[config.mk]
export PLATFORM = sky130hd
export DESIGN_NAME = tpp_port_pins
export DESIGN_NICKNAME = d
export VERILOG_FILES = /design/src/shared/tpp_pkg.sv /design/src/rtl/tpp_pin_sampler.sv /design/src/rtl/tpp_port_pins.sv
export VERILOG_INCLUDE_DIRS = /design/src /design/src/shared
export SDC_FILE = /design/constraint.sdc
export NUM_CORES = 1
export LEC_CHECK = 0
export BUFFER_PORTS_ARGS = -buffer_cell sky130_fd_sc_hd__buf_2
export CAP_MARGIN = 20
export CORE_MARGIN = 3
export CORE_UTILIZATION = 53
export DETAILED_ROUTE_END_ITERATION = 16
export GPL_TIMING_DRIVEN = 0
export PLACE_DENSITY = 0.79
export SLEW_MARGIN = 20
export SYNTH_ARGS = -nofsm -noshare
export SYNTH_HDL_FRONTEND = slang
export SYNTH_SLANG_ARGS = --single-unit
[constraint.sdc]
create_clock -name sys_clk -period 2.26 [get_ports sys_clk]
set_clock_uncertainty 0.2 [all_clocks]
set_input_delay 0.678 -clock sys_clk [delete_from_list [all_inputs] [get_ports sys_clk]]
set_output_delay 0.678 -clock sys_clk [all_outputs]
set_load 0.01 [all_outputs]
[src/shared/tpp_cfg.svh]
// Constants for the port pin block
`ifndef TPP_CFG_SVH
`define TPP_CFG_SVH
`define TPP_LED_BIT 2
`define TPP_MIXED_W 4
`define TPP_PORT_W 8
`define TPP_CLK_PERIOD_NS 40
`define TPP_RST_PULSE_NS 50
`define TPP_RST_PULSE_CYC ((`TPP_RST_PULSE_NS + `TPP_CLK_PERIOD_NS - 1) / `TPP_CLK_PERIOD_NS)
`define TPP_RST_MIXED 4'h0
`define TPP_RST_PORT 8'h00
`define TPP_RST_BIT 1'b0
`endif

[src/shared/tpp_pkg.sv]
// Types for the port pin block
package tpp_pkg;
  typedef enum logic [2:0]
  {
    SEL_MIXED_DIR = 3'b000,
    SEL_MIXED_OUT = 3'b001,
    SEL_MIXED_PULL = 3'b010,
    SEL_INPUT_PULL = 3'b011,
    SEL_BIDIR_DIR = 3'b100,
    SEL_BIDIR_OUT = 3'b101,
    SEL_BIDIR_PULL = 3'b110,
    SEL_PIN_LEVELS = 3'b111
  } tpp_reg_sel_t;

  typedef struct packed
  {
    logic en;
    tpp_reg_sel_t sel;
    logic [7:0] data;
  } tpp_wr_t;

  typedef struct packed
  {
    logic [3:0] mixed;
    logic [7:0] inport;
    logic [7:0] bidir;
  } tpp_pins_t;
endpackage

[src/rtl/tpp_pin_sampler.sv]
// Samples port pin levels on the system clock
`timescale 1ns/1ps
`include "tpp_cfg.svh"
module tpp_pin_sampler
(
  input wire logic sys_clk,
  input wire logic int_rst_n,
  input wire logic clk_en,
  input tpp_pkg::tpp_pins_t pins_in,
  output tpp_pkg::tpp_pins_t pins_sampled
);
  import tpp_pkg::*;

  always_ff @(posedge sys_clk)
  begin
    if (!int_rst_n)
    begin
      pins_sampled <= '0;
    end
    else if (clk_en)
    begin
      pins_sampled <= pins_in;
    end
  end
endmodule

[src/rtl/tpp_port_pins.sv]
// Pin-level logic of the mixed, input-only and bidirectional ports
`timescale 1ns/1ps
`include "tpp_cfg.svh"
module tpp_port_pins
(
  input wire logic sys_clk,
  input wire logic rst_n,
  input wire logic clk_en,
  input wire logic ext_reset_n,
  input tpp_pkg::tpp_wr_t wr,
  input tpp_pkg::tpp_reg_sel_t rd_sel,
  output logic [7:0] rd_data,
  input wire logic [7:0] alt_func_en,
  input tpp_pkg::tpp_pins_t pins_in,
  output logic [3:0] mixed_port_pins_o,
  output logic [3:0] mixed_port_oe,
  output logic [3:0] mixed_pullup_en,
  output logic [7:0] input_pullup_en,
  output logic [7:0] bidir_port_pins_o,
  output logic [7:0] bidir_port_oe,
  output logic [7:0] bidir_pullup_en,
  output logic int_reset
);
  import tpp_pkg::*;

  // ----------------------------------------
  // Reset capture
  // ----------------------------------------
  logic ext_meta;
  logic ext_sync;
  logic rst_int;

  // Async set catches short pulses with no clock running
  always_ff @(posedge sys_clk or negedge ext_reset_n)
  begin
    if (!ext_reset_n)
    begin
      ext_meta <= 1'b1;
      ext_sync <= 1'b1;
    end
    else
    begin
      ext_meta <= 1'b0;
      ext_sync <= ext_meta;
    end
  end

  assign rst_int = !rst_n || ext_sync;

  always_ff @(posedge sys_clk)
  begin
    int_reset <= rst_int;
  end

  // ----------------------------------------
  // CPU registers
  // ----------------------------------------
  logic [3:0] mixed_dir;
  logic [3:0] mixed_out;
  logic [3:0] mixed_pull;
  logic input_pull_all;
  logic [7:0] bidir_dir;
  logic [7:0] bidir_out;
  logic [7:0] bidir_pull;
  tpp_pins_t pins_sampled;

  function automatic logic hit(input tpp_wr_t w, input tpp_reg_sel_t s);
    hit = w.en && (w.sel == s);
  endfunction

  always_ff @(posedge sys_clk)
  begin
    if (rst_int)
    begin
      mixed_dir <= `TPP_RST_MIXED;
      mixed_out <= `TPP_RST_MIXED;
      mixed_pull <= `TPP_RST_MIXED;
      input_pull_all <= `TPP_RST_BIT;
      bidir_dir <= `TPP_RST_PORT;
      bidir_out <= `TPP_RST_PORT;
      bidir_pull <= `TPP_RST_PORT;
    end
    else if (clk_en)
    begin
      if (hit(wr, SEL_MIXED_DIR))
        mixed_dir <= wr.data[3:0];
      if (hit(wr, SEL_MIXED_OUT))
        mixed_out <= wr.data[3:0];
      if (hit(wr, SEL_MIXED_PULL))
        mixed_pull <= wr.data[3:0];
      if (hit(wr, SEL_INPUT_PULL))
        input_pull_all <= wr.data[0];
      if (hit(wr, SEL_BIDIR_DIR))
        bidir_dir <= wr.data;
      if (hit(wr, SEL_BIDIR_OUT))
        bidir_out <= wr.data;
      if (hit(wr, SEL_BIDIR_PULL))
        bidir_pull <= wr.data;
    end
  end

  tpp_pin_sampler u_sampler
  (
    .sys_clk(sys_clk),
    .int_rst_n(!rst_int),
    .clk_en(clk_en),
    .pins_in(pins_in),
    .pins_sampled(pins_sampled)
  );

  // ----------------------------------------
  // Read port
  // ----------------------------------------
  logic [7:0] next_rd_data;

  always_comb
  begin
    case (rd_sel)
      SEL_MIXED_DIR: next_rd_data = {4'h0, mixed_dir | 4'h4};
      SEL_MIXED_OUT: next_rd_data = {4'h0, mixed_out};
      SEL_MIXED_PULL: next_rd_data = {4'h0, mixed_pull};
      SEL_INPUT_PULL: next_rd_data = {7'h00, input_pull_all};
      SEL_BIDIR_DIR: next_rd_data = bidir_dir;
      SEL_BIDIR_OUT: next_rd_data = bidir_out;
      SEL_BIDIR_PULL: next_rd_data = bidir_pull;
      SEL_PIN_LEVELS: next_rd_data = pins_sampled.inport;
      default: next_rd_data = 8'h00;
    endcase
  end

  always_ff @(posedge sys_clk)
  begin
    if (rst_int)
      rd_data <= 8'h00;
    else if (clk_en)
      rd_data <= next_rd_data;
  end

  // ----------------------------------------
  // Pin drivers
  // ----------------------------------------
  logic [3:0] next_mixed_oe;
  logic [3:0] next_mixed_pull;
  logic [7:0] next_input_pull;
  logic [7:0] next_bidir_pull;

  always_comb
  begin
    next_mixed_oe = mixed_dir;
    next_mixed_oe[`TPP_LED_BIT] = 1'b1;
    next_mixed_pull = mixed_pull & ~next_mixed_oe;
    next_input_pull = {8{input_pull_all}} & ~alt_func_en;
    next_bidir_pull = bidir_pull & ~bidir_dir;
  end

  // Async clear by the reset pin tristates with no clock
  always_ff @(posedge sys_clk or negedge ext_reset_n)
  begin
    if (!ext_reset_n)
    begin
      mixed_port_oe <= 4'h0;
      mixed_pullup_en <= 4'h0;
      input_pullup_en <= 8'h00;
      bidir_port_oe <= 8'h00;
      bidir_pullup_en <= 8'h00;
      mixed_port_pins_o <= 4'h0;
      bidir_port_pins_o <= 8'h00;
    end
    else if (rst_int)
    begin
      mixed_port_oe <= 4'h0;
      mixed_pullup_en <= 4'h0;
      input_pullup_en <= 8'h00;
      bidir_port_oe <= 8'h00;
      bidir_pullup_en <= 8'h00;
      mixed_port_pins_o <= 4'h0;
      bidir_port_pins_o <= 8'h00;
    end
    else if (clk_en)
    begin
      mixed_port_oe <= next_mixed_oe;
      mixed_pullup_en <= next_mixed_pull;
      input_pullup_en <= next_input_pull;
      bidir_port_oe <= bidir_dir;
      bidir_pullup_en <= next_bidir_pull;
      mixed_port_pins_o <= mixed_out;
      bidir_port_pins_o <= bidir_out;
    end
  end
endmodule

Word level (Yosys, flattened, before mapping):

Index checks and enable logic that the tools add are counted.
W data, S select, Z words.

* flip-flop bits (word level): 100
* input bits: 47
* output and inout bits: 53
* word-level logic and storage cells: 72

* equal/unequal tests: 13
* multiplexer cells: 15
* bitwise logic cells: 6
* reductions and logical operators: 19

Operators by type and width (count)
* $mux W8: 8
* $pmux W8 S8: 1
* $mux W4: 6
* $eq A3 B3 Y1 const B: 7
* $and A8 B8 Y8: 2
* $not A8 Y8: 2
* $reduce_and A2 Y1: 7
* $eq A3 B2 Y1 const B: 4
* $logic_and A1 B1 Y1: 7
* $eq A3 B1 Y1 const B: 2
* $logic_not A3 Y1: 2
* $and A4 B4 Y4: 1
* $not A4 Y4: 1
* $reduce_bool A2 Y1: 1
* $logic_not A1 Y1: 1
* $logic_or A1 B1 Y1: 1

Depth between registers and ports, before layout:

Gate-level depths: netlist (run 1).

* depth after elaboration: 4
* depth in mapped cells: 6
* mapped depth without buffers: 4

Cells and area by module:

Synthesis (run 1) repeated with hierarchy kept, for this count alone.

* cells, all modules: 473
* area, all modules: 4593.2 µm²

By module, submodules not included
* tpp_port_pins: instances 1, cells an instance 409, area an instance 3837.4 µm², seq. area each 2029.4 µm²
* tpp_pin_sampler: instances 1, cells an instance 64, area an instance 755.7 µm², seq. area each 400.4 µm²

Worst setup path before layout (run 1):

OpenSTA, ideal clock, no wires.

* path kind: input to register
* from: input rd_sel[0]
* to: register rd_data[6]
* data arrival time: 1647 ps
* path slack: 281 ps
* stages on the path: 5
* cell sequence: buf_2 > buf_4 > mux4_2 > nand3_1 > a21oi_1

* word-level cells in the longest chain between the ends: 2
* elaborated cells between the ends (all ways): 9
* classes of those cells: 7 x eq/ne; 1 x mux; 1 x reduce/logical

RTL lines
* from (decl): line tpp_port_pins.sv:11 `input tpp_pkg::tpp_reg_sel_t rd_sel,`
* $eq A3 B3 Y1 (tied with other cells): line tpp_port_pins.sv:118 `case (rd_sel)`
* $pmux W8 S8 *: line tpp_port_pins.sv:118
* to (signal assigned): line tpp_port_pins.sv:136 `rd_data <= next_rd_data;`
* to (decl): line tpp_port_pins.sv:12 `output logic [7:0] rd_data,`

Mark *: on every way between the ends. The rest lies on a longest branch, timed or not.
A chain may end at the register's enable or synchronous reset.

Worst setup path in the final report (run 1):

* from: register ext_sync
* to: register bidir_out[5]

* word-level cells in the longest chain between the ends: 1

RTL lines
* from (decl): line tpp_port_pins.sv:30 `logic ext_sync;`
* from (signal assigned): line tpp_port_pins.sv:44 `ext_sync <= ext_meta;`
* $logic_or A1 B1 Y1: line tpp_port_pins.sv:48 `assign rst_int = !rst_n || ext_sync;`
* to (signal assigned): line tpp_port_pins.sv:80 `` bidir_out <= `TPP_RST_PORT; ``
* to (signal assigned): line tpp_port_pins.sv:96 `bidir_out <= wr.data;`
* to (decl): line tpp_port_pins.sv:63 `logic [7:0] bidir_out;`

No other way between the ends.

==> flow_results.org, run 1 <==
** Placed design
- Buffers added on ports :: 84
- Total placed cells including tap cells :: 606
- After legalization and detailed placement, the total HPWL measured 7490 um.
- Routability-driven placement finished with a final weighted congestion of 0.924.

** Synth
- Synthesis produced 422 cells.
- Compound-cell area share of the yosys netlist :: 10.7%
- Count of synthesis-stage warnings from yosys :: 0
- Register area share after synthesis :: 54.0%
- In this run the mean area of a mapped cell was 9.61 um2.
- After Yosys synthesis, and, or, nand and nor cells account for 15.2% of the synthesized area.
- Post-synthesis share of cell area spent on full adders, half adders and majority gates :: 0%
- The netlist uses 34 different library cells.
- Mux share of post-synthesis cell area :: 16.0%
- Synth Area in XOR/XNOR :: 0%
- Flop and latch count out of synthesis :: 98
- Combinational family with the most area after synthesis :: multiplexers
- Synthesized cell area :: 4050 um2

** Pwr
- The worst-case IR drop observed on VDD is 368 uV.
- Summing internal, switching and leakage power gives 3.11 mW.
- Power spread over the standard cell area amounts to 650 nW/um2.
- Static leakage :: 2.19 nW

** Final layout
- The post-route netlist has 22.9% of its cells at a drive strength greater than 1.
- Number of standard cells in the final layout excluding fillers :: 622
- The final layout contains 565 nets.
- Fill cell instance count of the final layout :: 609
- Leaving out fill and tap cells, the most frequent cell in the layout is nor2_1.
- The number of antenna diodes in the final layout is 0.
- In the layout the commonest cells are nor2_1 (89), buf_2 (88), dfxtp_1 (53).
- From synthesis to final layout, the design area changed by 18.2%.

** Critical path
- Cell class contributing the biggest share of worst-path delay :: buffers and inverters
- Worst flop-to-flop path startpoint :: ext_sync
- Reg2Reg Setup Slack :: 210 ps
- Counting stages on the worst path, the most repeated cell is clkbuf_1.
- Data on the critical path is required at its endpoint by 2280 ps.
- Worst Path Max Fanout :: 10
- Capture point of the worst reg-to-reg path :: bidir_out[5]
- Combined buffer and inverter count along the critical path :: 3
- Largest stage delay on the critical path :: 520 ps
- Crit path arrival time :: 2070 ps
- R2r worst-path depth :: 5
- Critical path cell sequence :: nor2b_1, inv_1, clkbuf_1, clkbuf_1, nor2_1
- The slowest stage of the critical path belongs to the cell dfstp_2.
- Setup Crit Path Kind :: reg2reg
- The worst setup path is launched from a register.
- STA classifies the critical path endpoint as a register.

** Clock tree
- The H-tree was split into 3 levels.
- Clk root buf :: clkbuf_8
- TritonCTS built the clock tree.
- Buffers added to address setup during post-CTS repair amount to 0.
- Count of hold-fix buffers inserted at cts :: 0
- Clock input transition at the sequential cells of the worst setup and hold paths :: 90 ps
- Buffer levels on the longest clock path :: 2
- After clock tree synthesis, the repair step resized 0 gates.
- In this run, CTS created clock tree buffers numbering 9.
- At the later pin of the worst-skew pair, clock insertion delay measures 360 ps.
- Clock net sink count :: 98

** Outcome
- The run finished with clean final reports.

** Min path
- The path class of the tightest hold or removal check is in2async.

** Drt
- Detailed routing inserted a total of 3456 vias.
- Routed via count divided by cell count :: 5.56
- The routed design has 10500 um of wire.
- In the routed design, unresolved DRC markers number 0.
- The detailed router finished its first iteration with 155 violations.
- Post-detailed-route wirelength per cell :: 16.8 um
- Once detail routing completed, the nets flagged for antenna violations numbered 0.
- The pre-antenna-repair detailed-routing pass consisted of 6 iterations.

** Timing
- The hold violation total from the final report was 0.
- Setup repair after global routing missed its margin :: no
- The routed design could run at a clock period as short as 2050 ps.
- Final setup violation count :: 0
- Max Transition Viols Final :: 0
- Final critical-path share of the clock period :: 90.6%
- In this run the tightest slew margin relative to its limit is 58.4%.
- At the pin with the least slew margin, the transition time is 624 ps.
- Max Freq :: 0.488 GHz

** Global route
- The number of antenna violations at the first check in global routing came to 0.
- Wire length of the first global-routing pass :: 16500 um
- Overall global routing resource usage :: 24.5%
- Global routing finished with a remaining overflow of 0.
- Met1 track demand over resource :: 32.6%
- Grt met3 use :: 4.02%
- Layer with the highest usage :: met2
- Number of global-route vias before repair :: 3267
- Entering global routing, the biggest net connects 46 pins.
- Global routing consumed, on the met2 layer, 39.1% of the routing resources.

** Floorplan
- Overall die area :: 8730 um2
- Row Count :: 31
- Die width :: 93.5 um
- In this run the count of I/O pins placed on the die edge is 100.
- The initial utilization of the core area, before any placement, comes to 55.3%.
- The core region is 7330 um2.
- In this run the vertical extent of the chip is 93.5 um.

** Flow run
- The tool flagged a number of max-cap violations equal to 0.
==> routing by layer <==
metal  routed length, um  vias to the layer above  part of all wire [%]
met5                   0                        -                     0
met4                 324                        0                   3.1
met3                 750                       29                   7.2
met2                4920                      156                    47
met1                4460                     1650                    43
li1                    -                     1621                     -
==> cell usage after synthesis, drive strengths merged <==
cell type | n | area share, %
o22ai | 1 | 0.15
clkbuf | 21 | 1.9
o21ai | 21 | 2.6
nand2b | 4 | 0.62
mux2i | 49 | 12
or3 | 3 | 0.46
nor3b | 1 | 0.19
a31o | 1 | 0.22
a21oi | 48 | 5.9
nor2b | 3 | 0.46
o221ai | 2 | 0.43
nand2 | 37 | 3.4
mux4 | 6 | 3.3
a221oi | 2 | 0.43
nand3b | 2 | 0.37
inv | 5 | 0.46
mux2 | 2 | 0.56
nand3 | 7 | 0.86
conb | 1 | 0.093
nor2 | 91 | 8.5
dfrtp | 43 | 27
dfstp | 2 | 1.3
a2111oi | 1 | 0.22
a211oi | 2 | 0.37
buf | 10 | 1.5
and3 | 2 | 0.31
a31oi | 1 | 0.15
a311oi | 1 | 0.22
dfxtp | 53 | 26
==> registers in the layout, indices dropped and copies added, names as in the netlist <==
register and cells:
bidir_dir 8, bidir_out 8, bidir_port_oe 8, bidir_port_pins_o 8, bidir_pull 8, bidir_pullup_en 8
ext_meta 1, ext_sync 1, input_pull_all 1, input_pullup_en 8, int_reset 1, mixed_dir 3
mixed_out 4, mixed_port_oe 4, mixed_port_pins_o 4, mixed_pull 4, mixed_pullup_en 3, rd_data 8
u_sampler.pins_sampled 8
==> metrics by stage <==
| stage | setup TNS, ps | util, % | instance area (um2) | hold WS [ps] | setup slack (ps) |
|---|---|---|---|---|---|
| 2_1_floorplan | 0 | - | 4060 | 145 | 281 |
| 4_1_cts | 0 | 65.4 | 4790 | 161 | 226 |
| 3_5_place_dp | -2350 | 62.8 | 4600 | 147 | -122 |
| 5_1_grt | 0 | 65.4 | 4790 | 153 | 132 |
| 6_report | 0 | 65.4 | 4790 | 114 | 212 |
| 3_3_place_gp | -448 | 62.8 | 4600 | 146 | -37.9 |
==> how the worst max path moves through the flow <==
stage               cells after the start                  to  startpoint
finish                                  5        bidir_out[5]    ext_sync
global route                            5        bidir_out[6]    ext_sync
CTS                                     5        bidir_out[5]    ext_sync
detailed placement                      6        bidir_out[5]       rst_n
global placement                        6  mixed_pullup_en[0]       rst_n
floorplan                               5          rd_data[6]   rd_sel[0]
==> logic make-up after synthesis <==
family,after synthesis
mux,57
flops,98
buf+inv,36
simple gates,150
compound gates,80
other cells,1
==> where the power goes <==
| part | internal, mW | switching, mW | total (mW) |
|---|---|---|---|
| Clock | 0.516 | 0.600 | 1.12 |
| Combinational | 0.0800 | 0.158 | 0.238 |
| Sequential | 1.75 | 0.00824 | 1.76 |
| Total | 2.35 | 0.766 | 3.11 |
==> cell type report <==
cell class | instances | area [um2] | area share, %
Sequential cell | 98 | 2190 | 45.7
Multi-Input combinational cell | 289 | 1710 | 35.6
Timing Repair Buffer | 84 | 423 | 8.82
Buffer | 31 | 141 | 2.95
Clock buffer | 12 | 135 | 2.82
Tap cell | 99 | 124 | 2.58
Clock inverter | 4 | 53.8 | 1.12
Inverter | 5 | 18.8 | 0.392
Power figures use the tool's default switching activity.
==> run 2, diff against run 1 <==
--- a/config.mk
+++ b/config.mk
@@ -12,7 +12,9 @@
 export CORE_UTILIZATION = 53
 export DETAILED_ROUTE_END_ITERATION = 16
 export GPL_TIMING_DRIVEN = 0
+export MAX_ROUTING_LAYER = met4
 export PLACE_DENSITY = 0.79
+export RECOVER_POWER = 25
 export SLEW_MARGIN = 20
 export SYNTH_ARGS = -nofsm -noshare
 export SYNTH_HDL_FRONTEND = slang
==> run 2 against run 1 <==
Compared with the run above:
- flip-flop and latch count stayed put
- maximum frequency is 1.4% higher
- design area is 0.13% lower
- clock power about the same
- wire length is 3.2% higher
- die area unchanged
- combinational power is essentially flat
- non-clock buffer count stayed put
- setup slack better by 27 ps
- sequential power is essentially flat
- final cell count stayed put
- critical path depth unchanged
==> flow_results.org, run 2 (same netlist as run 1, synthesis figures left out) <==
** Floorplan
- For this design the top-level I/O count stands at 100.
- The core region is 7330 um2.
- Initial standard-cell utilization of the core :: 55.3%
- In this run the vertical extent of the chip is 93.5 um.
- Row Count :: 31
- Measured along the x axis, the die boundary spans 93.5 um.
- Overall die area :: 8730 um2

** Timing
- In this run the tightest slew margin relative to its limit is 24.3%.
- Least-Margin Pin Slew :: 1140 ps
- Of the available clock period, the critical path in the final layout requires 89.4%.
- Min cycle time layout :: 2020 ps
- Max Freq :: 0.495 GHz
- Setup slack closes at 239 ps.
- Final setup violation count :: 0
- The hold violation total from the final report was 0.
- Setup repair after global routing left no endpoint under its margin.
- Max Transition Viols Final :: 0
- Fin Setup TNS :: 0 ps

** Placed design
- At the placement stage, the worst setup path has a slack of -95.3 ps.
- DPL Wire Length :: 7610 um
- Routability-driven placement finished with a final weighted congestion of 0.937.
- The count of buffers added on input and output ports is 84.

** Global route
- The number of global-route vias before repair was 3440.
- Overall global routing resource usage :: 26.3%
- Pin count of the biggest net entering global routing :: 46
- After global routing the overflow that remains totals 0.
- Antenna violations before repair :: 0
- The first global-routing pass estimated 17200 um of wire.

** Critical path
- STA puts the critical path data arrival time at 2060 ps.
- The worst setup path is launched from a register.
- Critical path capture point type :: register
- Worst Path Max Fanout :: 10
- Critical path data required time :: 2300 ps
- Setup Crit Path Kind :: reg2reg

** Clock tree
- Number of gates resized after cts :: 0
- For the worst-skew pair, the clock arrives at the later sink with an insertion delay of 370 ps.
- Counting the buffers created by CTS gives 9.
- Number of H-tree levels :: 3
- Clock input transition at the sequential cells of the worst setup and hold paths :: 90 ps
- The clock net in this run drives a total of 98 sinks.
- The number of setup buffers added after CTS is 0.
- Clk root buf :: clkbuf_8
- Count of hold-fix buffers inserted at cts :: 0
- Buffer levels on the longest clock path :: 2
- TritonCTS clock tree :: built

** Flow run
- The tool flagged a number of max-cap violations equal to 0.

** Drt
- Iteration-0 DRC Markers :: 274
- Met3 routed wirelength :: 713 um
- The count of nets left with antenna violations once routing finished came out at 0.
- Routed via count :: 3478
- Number of remaining DRC errors :: 0
- In the final routed layout, each cell accounts on average for 17.3 um.
- In the final routing, the length of wire on met1 measures 4690 um.
- Pre-Repair DR Iteration Count :: 6
- The routed design uses 5150 um of met2 wire.
- Routed via count divided by cell count :: 5.59
- Total Wirelength :: 10800 um
- Max Used Layer :: met4

** Final layout
- Most common library cell in the layout ignoring fill and taps :: nor2_1
- The repair_antennas step left the layout with diodes totalling 0.
- At the end of the flow, the number of nets in the layout was 565.
- The top cell types in the final layout, fill and taps aside, are nor2_1 (89), buf_2 (87), dfxtp_1 (53).
- Area added between synthesis and finish :: 18.1%
- Flip-flop and latch area :: 2190 um2
- Fill cell instance count of the final layout :: 611
- Summing all multi-input logic gate instances after layout gives 1710 um2.
- Of the cells placed in the final design, the portion with a size suffix greater than 1 is 22.8%.

** Pwr
- Pwr dens :: 650 nW/um2
- Static leakage :: 2.19 nW
- IR analysis of the VDD net gives a maximum drop of 495 uV.

** Min path
- In this run the worst hold path is classified as reg2reg.

** Outcome
- The flow ran to the end, and the final reports show no timing, DRC or antenna violations.
run 2: metrics by stage:
stage / utilization, % / power [mW] / hold slack [ps] / instances / area, um2
2_1_floorplan: - / 1.93 / 145 / 423 / 4060
3_3_place_gp: 62.8 / 2.03 / 146 / 606 / 4600
3_5_place_dp: 62.8 / 2.04 / 150 / 606 / 4600
4_1_cts: 65.3 / 3.11 / 163 / 622 / 4790
5_1_grt: 65.3 / 3.21 / 168 / 622 / 4790
6_report: 65.3 / 3.11 / 163 / 622 / 4790
run 2: final cells by class:
cell class | instances | share of cell area, %
inverters | 5 | 0.392
clock buffers | 11 | 2.74
flip-flops and latches | 98 | 45.7
well taps | 99 | 2.59
clock inverters | 5 | 1.15
multi-input cells | 289 | 35.7
repair buffers | 84 | 8.78
plain buffers | 31 | 2.93
run 2: power breakdown:
part	internal, mW	total (mW)	switching (mW)
clock	0.509	1.11	0.602
sequential	1.75	1.76	0.00862
combinational	0.0791	0.240	0.161
total	2.34	3.11	0.772
run 2: metal layers:
layer,global-route usage (%),up-vias
li1,-,1621
met2,43.0,142
met5,-,-
met3,3.54,26
met4,10.1,0
met1,33.4,1689
run 2: worst max-delay path: stages (launching register included):
cell and delay (ps):
dfstp_2 520, nor2b_1 100, inv_1 90, clkbuf_1 360
clkbuf_1 500, nor2_1 120
run 2: worst paths after layout:
kind,start,endpoint,slack [ps],cells after the start
setup / recovery,ext_sync,bidir_out[5],240,5
setup reg to reg,ext_sync,bidir_out[5],240,5
max in group asynchronous,ext_reset_n,bidir_port_oe[4],850,1
min in group asynchronous,ext_reset_n,mixed_port_oe[3],320,1
hold / removal,ext_meta,ext_sync,160,0
hold reg to reg,ext_meta,ext_sync,160,0
